File: config.mk
export PLATFORM = sky130hd
export DESIGN_NAME = dac_serial_slave
export DESIGN_NICKNAME = d
export VERILOG_FILES = /design/src/dac_pkg.sv /design/src/pin_sync.sv /design/src/dac_serial_slave.sv
export VERILOG_INCLUDE_DIRS = /design/src
export SDC_FILE = /design/constraint.sdc
export NUM_CORES = 1
export LEC_CHECK = 0
export BUFFER_PORTS_ARGS = -buffer_cell sky130_fd_sc_hd__buf_2
export CAP_MARGIN = 20
export CORE_MARGIN = 2
export CORE_UTILIZATION = 40
export CTS_BUF_LIST = sky130_fd_sc_hd__clkbuf_8
export DETAILED_ROUTE_END_ITERATION = 8
export PLACE_DENSITY = 0.63
export SLEW_MARGIN = 20
export SYNTH_ARGS = -nofsm -noshare
export SYNTH_HDL_FRONTEND = slang
export SYNTH_SLANG_ARGS = --single-unit
File: constraint.sdc
create_clock -name sys_clk_i -period 5.7 [get_ports sys_clk_i]
set_input_delay 0.57 -clock sys_clk_i [delete_from_list [all_inputs] [get_ports sys_clk_i]]
set_output_delay 0.57 -clock sys_clk_i [all_outputs]
set_load 0.005 [all_outputs]
File: src/dac_regs.svh
// constants for the dual converter two-wire command slave
`ifndef DAC_REGS_SVH
`define DAC_REGS_SVH

`define DAC_CODE_W      10
`define DAC_CODE_RESET  10'h000
`define ADDR_HI_VAR_L   6'h1c
`define ADDR_HI_VAR_M   6'h2c
`define ADDR_BITS_LAST  4'h7
`define BYTE_BITS       4'h8
`define BIT_CNT_ZERO    4'h0
`define BIT_CNT_ONE     4'h1
`define ADDR_TOP_IDX    3'h6

`define CMD_LOAD_A      4'h0
`define CMD_LOAD_B      4'h1
`define CMD_IN_A        4'h4
`define CMD_IN_B        4'h5
`define CMD_XFER_IN_A   4'h8
`define CMD_XFER_IN_B   4'h9
`define CMD_LOAD_ALL    4'hc
`define CMD_IN_ALL      4'hd
`define CMD_UPDATE      4'he
`define CMD_SPECIAL     4'hf

`define SUB_EXTENDED    4'h0
`define SUB_READ_A      4'h1
`define SUB_READ_B      4'h2

`define PD_SEL_A_BIT    3
`define PD_SEL_B_BIT    2
`define PD_MODE_HI_BIT  1
`define PD_MODE_LO_BIT  0
`define PD_MODE_ON      2'h0
`define PD_MODE_FLOAT   2'h1
`define PD_MODE_1K      2'h2
`define PD_MODE_100K    2'h3

`define READ_PAD_HI     4'h0
`define READ_PAD_LO     2'h0

`endif

File: src/dac_pkg.sv
// types shared by the converter command slave
`include "dac_regs.svh"
`default_nettype none
package dac_pkg;

	typedef enum logic [2:0] {
		S_IDLE      = 3'h0,
		S_ADDR      = 3'h1,
		S_ADDR_ACK  = 3'h3,
		S_WRITE     = 3'h2,
		S_WRITE_ACK = 3'h6,
		S_READ      = 3'h7,
		S_READ_ACK  = 3'h5,
		S_SPARE     = 3'h4
	} state_t;

	typedef struct packed {
		state_t                   state;
		logic                     scl_d;
		logic                     sda_d;
		logic [3:0]               bit_cnt;
		logic [7:0]               shift;
		logic [7:0]               hold;
		logic                     byte_idx;
		logic                     rw;
		logic                     ext_pending;
		logic                     rd_sel;
		logic                     ack_ok;
		logic                     tx_second;
		logic                     sda_out;
		logic                     sda_oe;
		logic                     scl_conn;
		logic [`DAC_CODE_W-1:0]   in_a;
		logic [`DAC_CODE_W-1:0]   in_b;
		logic [`DAC_CODE_W-1:0]   out_a;
		logic [`DAC_CODE_W-1:0]   out_b;
		logic [1:0]               pd_a;
		logic [1:0]               pd_b;
	} slave_state_t;

endpackage
`default_nettype wire

File: src/pin_sync.sv
// two-flop synchroniser for pins from outside the clock domain
`default_nettype none
module pin_sync #(
	parameter int         W         = 1,
	parameter logic [W-1:0] RESET_VAL = '1
) (
	input  wire logic         sys_clk_i, // system clock
	input  wire logic         reset_i,   // synchronous reset, high
	input  wire logic [W-1:0] async_i,   // raw pin levels
	output var  logic [W-1:0] sync_o     // synchronised levels
);
	logic [W-1:0] meta_reg;

	genvar g;
	generate
		for (g = 0; g < W; g++) begin : g_bit
			always_ff @(posedge sys_clk_i) begin
				if (reset_i) begin
					meta_reg[g] <= RESET_VAL[g];
					sync_o[g]   <= RESET_VAL[g];
				end else begin
					meta_reg[g] <= async_i[g];
					sync_o[g]   <= meta_reg[g];
				end
			end
		end
	endgenerate
endmodule // pin_sync
`default_nettype wire

File: src/dac_serial_slave.sv
// two-wire command slave for a dual 10-bit converter
// Functional notes
// - idle waits for START then address, compares bit by bit, drops on mismatch.
// - last address bit is direction: 0 master writes, 1 device sends.
// - own address is acknowledged by pulling data low one clock.
// - upper six address bits fixed per variant, lowest follows select pin.
// - variant bases 0111 00x and 1011 00x give four addresses.
// - writes commit on the clock fall ending the acknowledge bit.
// - a write cut short changes nothing; master repeats it whole.
// - command all ones with zero top code enters extended power-down word.
// - each set channel select takes the given power-down mode.
// - mode 00 on, 01 float, 10 1k to ground, 11 100k.
// - power-up clears output codes, both channels 100k power-down.
// - read sends first byte, waits master acknowledge, sends second.
// - no general call response, seven-bit addressing only.
// - after mismatch the clock is gated off until next START.
// - 0000/0001 load channel input and output, copy other, update all.
// - 0100/0101 load one input register, outputs unchanged.
// - 1000/1001 move all inputs to outputs, then load one input.
// - 1100 loads both inputs and outputs, 1101 both inputs only.
// - 1110 updates all outputs from inputs, no data byte follows.
// - 1111 with 0001/0010 selects read of A or B before repeated START.
`include "dac_regs.svh"
`default_nettype none
module dac_serial_slave #(
	parameter logic [5:0] ADDR_HI = `ADDR_HI_VAR_L // fixed upper address bits
) (
	input  wire logic                   sys_clk_i,           // 25 MHz clock
	input  wire logic                   reset_i,             // synchronous reset, high
	input  wire logic                   scl_i,               // serial clock pin
	input  wire logic                   sda_i,               // serial data pin level
	output var  logic                   sda_o,               // data drive value, low
	output var  logic                   sda_oe_o,            // high while pulling data low
	input  wire logic                   addr_sel_i,          // address select pin
	output var  logic [`DAC_CODE_W-1:0] channel_a_output_o,  // channel A output code
	output var  logic [`DAC_CODE_W-1:0] channel_b_output_o,  // channel B output code
	output var  logic [1:0]             pd_mode_a_o,         // channel A power-down mode
	output var  logic [1:0]             pd_mode_b_o,         // channel B power-down mode
	output var  logic                   scl_connected_o      // clock reaches the core
);
	dac_pkg::slave_state_t st_reg;
	dac_pkg::slave_state_t st_next;
	logic [2:0]            sync_w;
	logic                  scl_s;
	logic                  sda_s;
	logic                  sel_s;
	logic                  rise;
	logic                  fall;
	logic                  start_c;
	logic                  stop_c;
	logic [6:0]            own_addr;
	logic [3:0]            cmd;
	logic [3:0]            code_top;
	logic [`DAC_CODE_W-1:0] code;
	logic [15:0]           rd_word;
	logic                  commit_b1;
	logic                  commit_b2;

	pin_sync #(
		.W         (3),
		.RESET_VAL (3'h7)
	) u_sync (
		.sys_clk_i (sys_clk_i),
		.reset_i   (reset_i),
		.async_i   ({scl_i, sda_i, addr_sel_i}),
		.sync_o    (sync_w)
	);

	assign scl_s    = sync_w[2];
	assign sda_s    = sync_w[1];
	assign sel_s    = sync_w[0];
	assign rise     = scl_s & ~st_reg.scl_d;
	assign fall     = ~scl_s & st_reg.scl_d;
	assign start_c  = scl_s & st_reg.scl_d & st_reg.sda_d & ~sda_s;
	assign stop_c   = scl_s & st_reg.scl_d & ~st_reg.sda_d & sda_s;
	assign own_addr = {ADDR_HI, sel_s};
	assign cmd      = st_reg.hold[7:4];
	assign code_top = st_reg.hold[3:0];
	assign code     = {st_reg.hold[3:0], st_reg.shift[7:2]};     // sub-bits dropped
	// read word mirrors write layout: zero nibble, code, zero sub-bits
	assign rd_word  = {`READ_PAD_HI, (st_reg.rd_sel ? st_reg.out_b : st_reg.out_a),
		`READ_PAD_LO};
	assign commit_b1 = fall && (st_reg.state == dac_pkg::S_WRITE_ACK) && !st_reg.byte_idx;
	assign commit_b2 = fall && (st_reg.state == dac_pkg::S_WRITE_ACK) && st_reg.byte_idx;

	always_comb begin
		st_next       = st_reg;
		st_next.scl_d = scl_s;
		st_next.sda_d = sda_s;
		st_next.sda_out = 1'b0;
		if (start_c) begin
			// also a repeated START; any partial word is abandoned here
			st_next.state    = dac_pkg::S_ADDR;
			st_next.bit_cnt  = `BIT_CNT_ZERO;
			st_next.byte_idx = 1'b0;
			st_next.sda_oe   = 1'b0;
			st_next.scl_conn = 1'b1;
		end else if (stop_c) begin
			st_next.state    = dac_pkg::S_IDLE;
			st_next.byte_idx = 1'b0;
			st_next.sda_oe   = 1'b0;
			st_next.scl_conn = 1'b0;
		end else begin
			case (st_reg.state)
				dac_pkg::S_ADDR: begin
					if (rise) begin
						st_next.shift   = {st_reg.shift[6:0], sda_s};
						st_next.bit_cnt = st_reg.bit_cnt + `BIT_CNT_ONE;
						if (st_reg.bit_cnt == `ADDR_BITS_LAST) begin
							st_next.rw = sda_s;
						end else if (sda_s !=
							own_addr[`ADDR_TOP_IDX - st_reg.bit_cnt[2:0]]) begin
							// fixed bits are nonzero, so a general call never matches
							st_next.state    = dac_pkg::S_IDLE;
							st_next.scl_conn = 1'b0;
						end
					end else if (fall && st_reg.bit_cnt == `BYTE_BITS) begin
						st_next.state   = dac_pkg::S_ADDR_ACK;
						st_next.sda_oe  = 1'b1;
						st_next.bit_cnt = `BIT_CNT_ZERO;
					end
				end
				dac_pkg::S_ADDR_ACK: begin
					if (fall) begin
						st_next.bit_cnt = `BIT_CNT_ZERO;
						if (st_reg.rw) begin
							st_next.state     = dac_pkg::S_READ;
							st_next.shift     = rd_word[15:8];
							st_next.sda_oe    = ~rd_word[15];
							st_next.tx_second = 1'b0;
						end else begin
							st_next.state  = dac_pkg::S_WRITE;
							st_next.sda_oe = 1'b0;
						end
					end
				end
				dac_pkg::S_WRITE: begin
					if (rise) begin
						st_next.shift   = {st_reg.shift[6:0], sda_s};
						st_next.bit_cnt = st_reg.bit_cnt + `BIT_CNT_ONE;
					end else if (fall && st_reg.bit_cnt == `BYTE_BITS) begin
						st_next.state   = dac_pkg::S_WRITE_ACK;
						st_next.sda_oe  = 1'b1;
						st_next.bit_cnt = `BIT_CNT_ZERO;
					end
				end
				dac_pkg::S_WRITE_ACK: begin
					if (fall) begin
						st_next.state  = dac_pkg::S_WRITE;
						st_next.sda_oe = 1'b0;
						if (!st_reg.byte_idx) begin
							st_next.hold     = st_reg.shift;
							st_next.byte_idx = 1'b1;
							if (!st_reg.ext_pending && st_reg.shift[7:4] == `CMD_UPDATE) begin
								st_next.out_a    = st_reg.in_a;
								st_next.out_b    = st_reg.in_b;
								st_next.byte_idx = 1'b0;
							end else if (!st_reg.ext_pending &&
								st_reg.shift[7:4] == `CMD_SPECIAL) begin
								if (st_reg.shift[3:0] == `SUB_READ_A)
									st_next.rd_sel = 1'b0;
								else if (st_reg.shift[3:0] == `SUB_READ_B)
									st_next.rd_sel = 1'b1;
							end
						end else begin
							st_next.byte_idx = 1'b0;
							if (st_reg.ext_pending) begin
								st_next.ext_pending = 1'b0;
								// mode bits stored exactly as sent, the raw two-bit field
								if (st_reg.shift[`PD_SEL_A_BIT])
									st_next.pd_a = {st_reg.shift[`PD_MODE_HI_BIT],
										st_reg.shift[`PD_MODE_LO_BIT]};
								if (st_reg.shift[`PD_SEL_B_BIT])
									st_next.pd_b = {st_reg.shift[`PD_MODE_HI_BIT],
										st_reg.shift[`PD_MODE_LO_BIT]};
							end else begin
								case (cmd)
									`CMD_LOAD_A: begin
										st_next.in_a  = code;
										st_next.out_a = code;
										st_next.out_b = st_reg.in_b;
									end
									`CMD_LOAD_B: begin
										st_next.in_b  = code;
										st_next.out_b = code;
										st_next.out_a = st_reg.in_a;
									end
									`CMD_IN_A: st_next.in_a = code;
									`CMD_IN_B: st_next.in_b = code;
									`CMD_XFER_IN_A: begin
										st_next.out_a = st_reg.in_a;
										st_next.out_b = st_reg.in_b;
										st_next.in_a  = code;
									end
									`CMD_XFER_IN_B: begin
										st_next.out_a = st_reg.in_a;
										st_next.out_b = st_reg.in_b;
										st_next.in_b  = code;
									end
									`CMD_LOAD_ALL: begin
										st_next.in_a  = code;
										st_next.in_b  = code;
										st_next.out_a = code;
										st_next.out_b = code;
									end
									`CMD_IN_ALL: begin
										st_next.in_a = code;
										st_next.in_b = code;
									end
									`CMD_SPECIAL: begin
										if (code_top == `SUB_EXTENDED)
											st_next.ext_pending = 1'b1;
									end
									default: begin
									end
								endcase
							end
						end
					end
				end
				dac_pkg::S_READ: begin
					if (fall) begin
						st_next.bit_cnt = st_reg.bit_cnt + `BIT_CNT_ONE;
						if (st_reg.bit_cnt == `ADDR_BITS_LAST) begin
							st_next.state  = dac_pkg::S_READ_ACK;
							st_next.sda_oe = 1'b0;
						end else begin
							st_next.shift  = {st_reg.shift[6:0], 1'b0};
							st_next.sda_oe = ~st_reg.shift[6];
						end
					end
				end
				dac_pkg::S_READ_ACK: begin
					if (rise) begin
						st_next.ack_ok = ~sda_s;
					end else if (fall) begin
						st_next.bit_cnt = `BIT_CNT_ZERO;
						if (st_reg.ack_ok && !st_reg.tx_second) begin
							st_next.state     = dac_pkg::S_READ;
							st_next.shift     = rd_word[7:0];
							st_next.sda_oe    = ~rd_word[7];
							st_next.tx_second = 1'b1;
						end else begin
							// done or refused: rest until the next START
							st_next.state    = dac_pkg::S_IDLE;
							st_next.scl_conn = 1'b0;
						end
					end
				end
				default: begin
					st_next.state = dac_pkg::S_IDLE;
				end
			endcase
		end
	end

	always_ff @(posedge sys_clk_i) begin
		if (reset_i) begin
			st_reg           <= '0;
			st_reg.state     <= dac_pkg::S_IDLE;
			st_reg.scl_d     <= 1'b1;
			st_reg.sda_d     <= 1'b1;
			st_reg.out_a     <= `DAC_CODE_RESET;
			st_reg.out_b     <= `DAC_CODE_RESET;
			st_reg.pd_a      <= `PD_MODE_100K;
			st_reg.pd_b      <= `PD_MODE_100K;
		end else begin
			st_reg <= st_next;
		end
	end

	assign sda_o              = st_reg.sda_out;
	assign sda_oe_o           = st_reg.sda_oe;
	assign channel_a_output_o = st_reg.out_a;
	assign channel_b_output_o = st_reg.out_b;
	assign pd_mode_a_o        = st_reg.pd_a;
	assign pd_mode_b_o        = st_reg.pd_b;
	assign scl_connected_o    = st_reg.scl_conn;
endmodule // dac_serial_slave
`default_nettype wire

==> results.md <==
- Pin count of the biggest net entering global routing: 80
- Post-synthesis sequential area ratio: 0.364
- Distinct cells, synth: 73
- Type of destination of the critical path: flop
- Post-route setup slack: 2.47 ns
- Max-cap viol count: 0
- Post-Syn Nets: 545
- Initial DRC count: 335
- TritonCTS Buffers: 9
- Clock transition at path regs: 0.09 ns
- Adder-Cell Fraction of Synth Area: 0.00822
- Worst vdd ir: 0.0973 mV
- Crit path launch type: flop
- Worst-Margin Slew: 1.05 ns
- Simple-Gate Fraction of Synth Area: 0.215
- Number of flip-flops in the largest register: 37
- Wire length per cell: 16.9 um
- DR pass1 iterations: 5
- Initial antenna violation count: 0
- Vias in the first global route: 3541
- Layout Area Growth over Synthesis: 5.59%
- Initial Utilization: 0.405
- Nets@finish: 528
- Pwr Density: 242 nW/um2
- Tot GR Track Use: 0.185
- Deepest clock path buffer count: 2
- Req. time, crit path: 5.92 ns
- Core area: 11300 um2
- Post-Syn Area: 4570 um2
- Die W: 111 um
- EDFF count, synth: 0
- First-pass GRT wire length: 18.5 mm
- Clock Latency Late Sink: 0.37 ns
- Skew final: 0.0144 ns
- Die area: 12300 um2
- Routed met2 length: 4.98 mm
- Final ANT Viol Nets: 0
- Max Clock Freq: 0.310 GHz
- Crit path max fanout: 31
- RSZ-0062 raised after global routing: false
- Final setup TNS: 0 ns
- Final period util: 0.567
- Leak: 0.00159 uW
- Register Area: 1660 um2
- Pwr Total: 1170 uW
- Input/output buffers: 30
- Post-DP HPWL: 7.73 mm
- Via/cell ratio: 5.78
- Mux cell area share after synthesis: 0.0879
- Routed wl met3: 561 um
- Post-Route WL: 11.3 mm
- Final GP Congestion: 0.854
- Grt total ovfl: 0
- Crit path time final: 3.23 ns
- Wl on met1: 5.56 mm
- Main combinational cell family by area after synthesis: compound AO/OA/AOI/OAI gates
- # setup viols final: 0
- Worst slack at placement: 2.54 ns
- H-tree levels: 3
- Fill cells: 1092
- Area of the multi-input gates: 2510 um2
- Layout cell share with drive strength beyond 1: 0.137
- YS warnings: 0
- Chip Height: 111 um
- Avg Inst Size Synth: 8.51 um2
- CTS tree: built
- Crit Path Category: flop to flop
- Post-CTS setup buffers: 0
- Slew Limit Fails: 0
- I/O pins: 32
- #FFs+latches synth: 83
- DRC Markers: 0
- Uppermost layer routed: met4
- Ys async rst share: 0
- Top FF cell, synth: dfxtp_1
- Post-CTS Hold Fix Bufs: 0
- Row Count: 39
- CTS Root Cell: clkbuf_8
- Final hold violation count: 0
- Slew headroom: 0.296
- Post-synthesis xor/xnor area fraction: 0.00767
- Compound-cell area share of the yosys netlist: 0.227
- Hold WC Path Type: input pin to flop
- Routed via count: 3860
- Status: complete, no violations
- Post_cts resized: 0
- Synth Instances: 537
- Inserted Diodes: 0
- Arrival @ worst endpoint: 3.45 ns
- # clock sinks: 83
metrics by stage:
step | instances | hold slack (ns) | utilization | instance area, um2
after floorplan | 537 | 0.389 | - | 4570
after global placement | 652 | 0.392 | 0.406 | 4570
after detailed placement | 652 | 0.393 | 0.406 | 4570
after CTS | 668 | 0.379 | 0.428 | 4820
after global routing | 668 | 0.386 | 0.428 | 4820
final | 668 | 0.392 | 0.428 | 4820
final timing paths:
path         depth (start not counted)  slack (ns)          startpoint            endpoint
max reg2reg                          5        2.47          st_reg[77]          st_reg[31]
min reg2reg                          1        0.41  u_sync.meta_reg[2]    u_sync.sync_o[2]
max                                  5        2.47          st_reg[77]          st_reg[31]
min                                  2        0.39               sda_i  u_sync.meta_reg[1]
metal layers:
layer	track usage	vias to the layer above
met2	0.280	96
li1	-	1900
met1	0.264	1849
met3	0.0355	15
met4	0.0617	0
met5	0	-
kinds of logic after synthesis:
kind of cell    count (synthesis)
fa+ha+maj                       3
buf+inv                        74
flops                          83
compound gates                143
other cells                     1
simple gates                  189
mux                            40
xor+xnor                        4
cells in the final DEF (no fill, tap or decap), types with 3 or more instances in the layout:
cell	n
inv_1	12
nor2b_1	12
o21ai_0	8
dfxtp_1	83
nor4_1	3
mux2i_1	39
buf_2	30
nand3b_1	6
nor2_1	74
a211o_1	6
nand2_1	17
o211ai_1	4
o22ai_1	7
o21ai_1	8
o221ai_1	3
nand4_1	4
a21oi_1	21
and3b_1	4
buf_4	4
o31ai_1	6
ha_1	3
nand2b_1	8
nand3_1	15
bufinv_16	3
nor3_1	16
or2_2	9
xnor2_1	3
or3b_1	3
a22oi_1	19
clkbuf_8	10
a211oi_1	30
a221oi_1	3
final cells by class:
cell class / count / area share
well taps: 143 / 0.0371
clock inverters: 6 / 0.0231
clock buffers: 10 / 0.0285
flip-flops and latches: 83 / 0.344
inverters: 12 / 0.00934
multi-input cells: 380 / 0.520
repair buffers: 34 / 0.0374
critical path: stages (launching register included):
cell and delay (ns):
dfxtp_1 0.98, nor2b_1 0.53, nand3_1 0.32, nor3_2 0.93, mux2i_1 0.28, nor2_1 0.05
power breakdown:
part           switching [uW]  internal (uW)
Sequential               5.31            584
Combinational            30.3           16.3
Clock                     228            304
cells in the mapped netlist (7+ instances only):
| cell type | count | area, um2 |
|---|---|---|
| nor3_1 | 17 | 85.1 |
| dfxtp_1 | 83 | 1660 |
| nand2b_1 | 8 | 50.1 |
| nor2_1 | 74 | 278 |
| a211oi_1 | 31 | 233 |
| clkbuf_1 | 14 | 52.6 |
| or2_2 | 9 | 56.3 |
| mux2i_1 | 39 | 390 |
| o22ai_1 | 7 | 43.8 |
| inv_1 | 11 | 41.3 |
| buf_4 | 26 | 195 |
| buf_2 | 20 | 100 |
| nand2_1 | 17 | 63.8 |
| a22oi_1 | 19 | 143 |
| nor2b_1 | 12 | 75.1 |
| nand3_1 | 15 | 75.1 |
| o21ai_1 | 8 | 40.0 |
| o21ai_0 | 8 | 40.0 |
| a21oi_1 | 21 | 105 |
No activity file was read; power rests on OpenSTA's default activity.
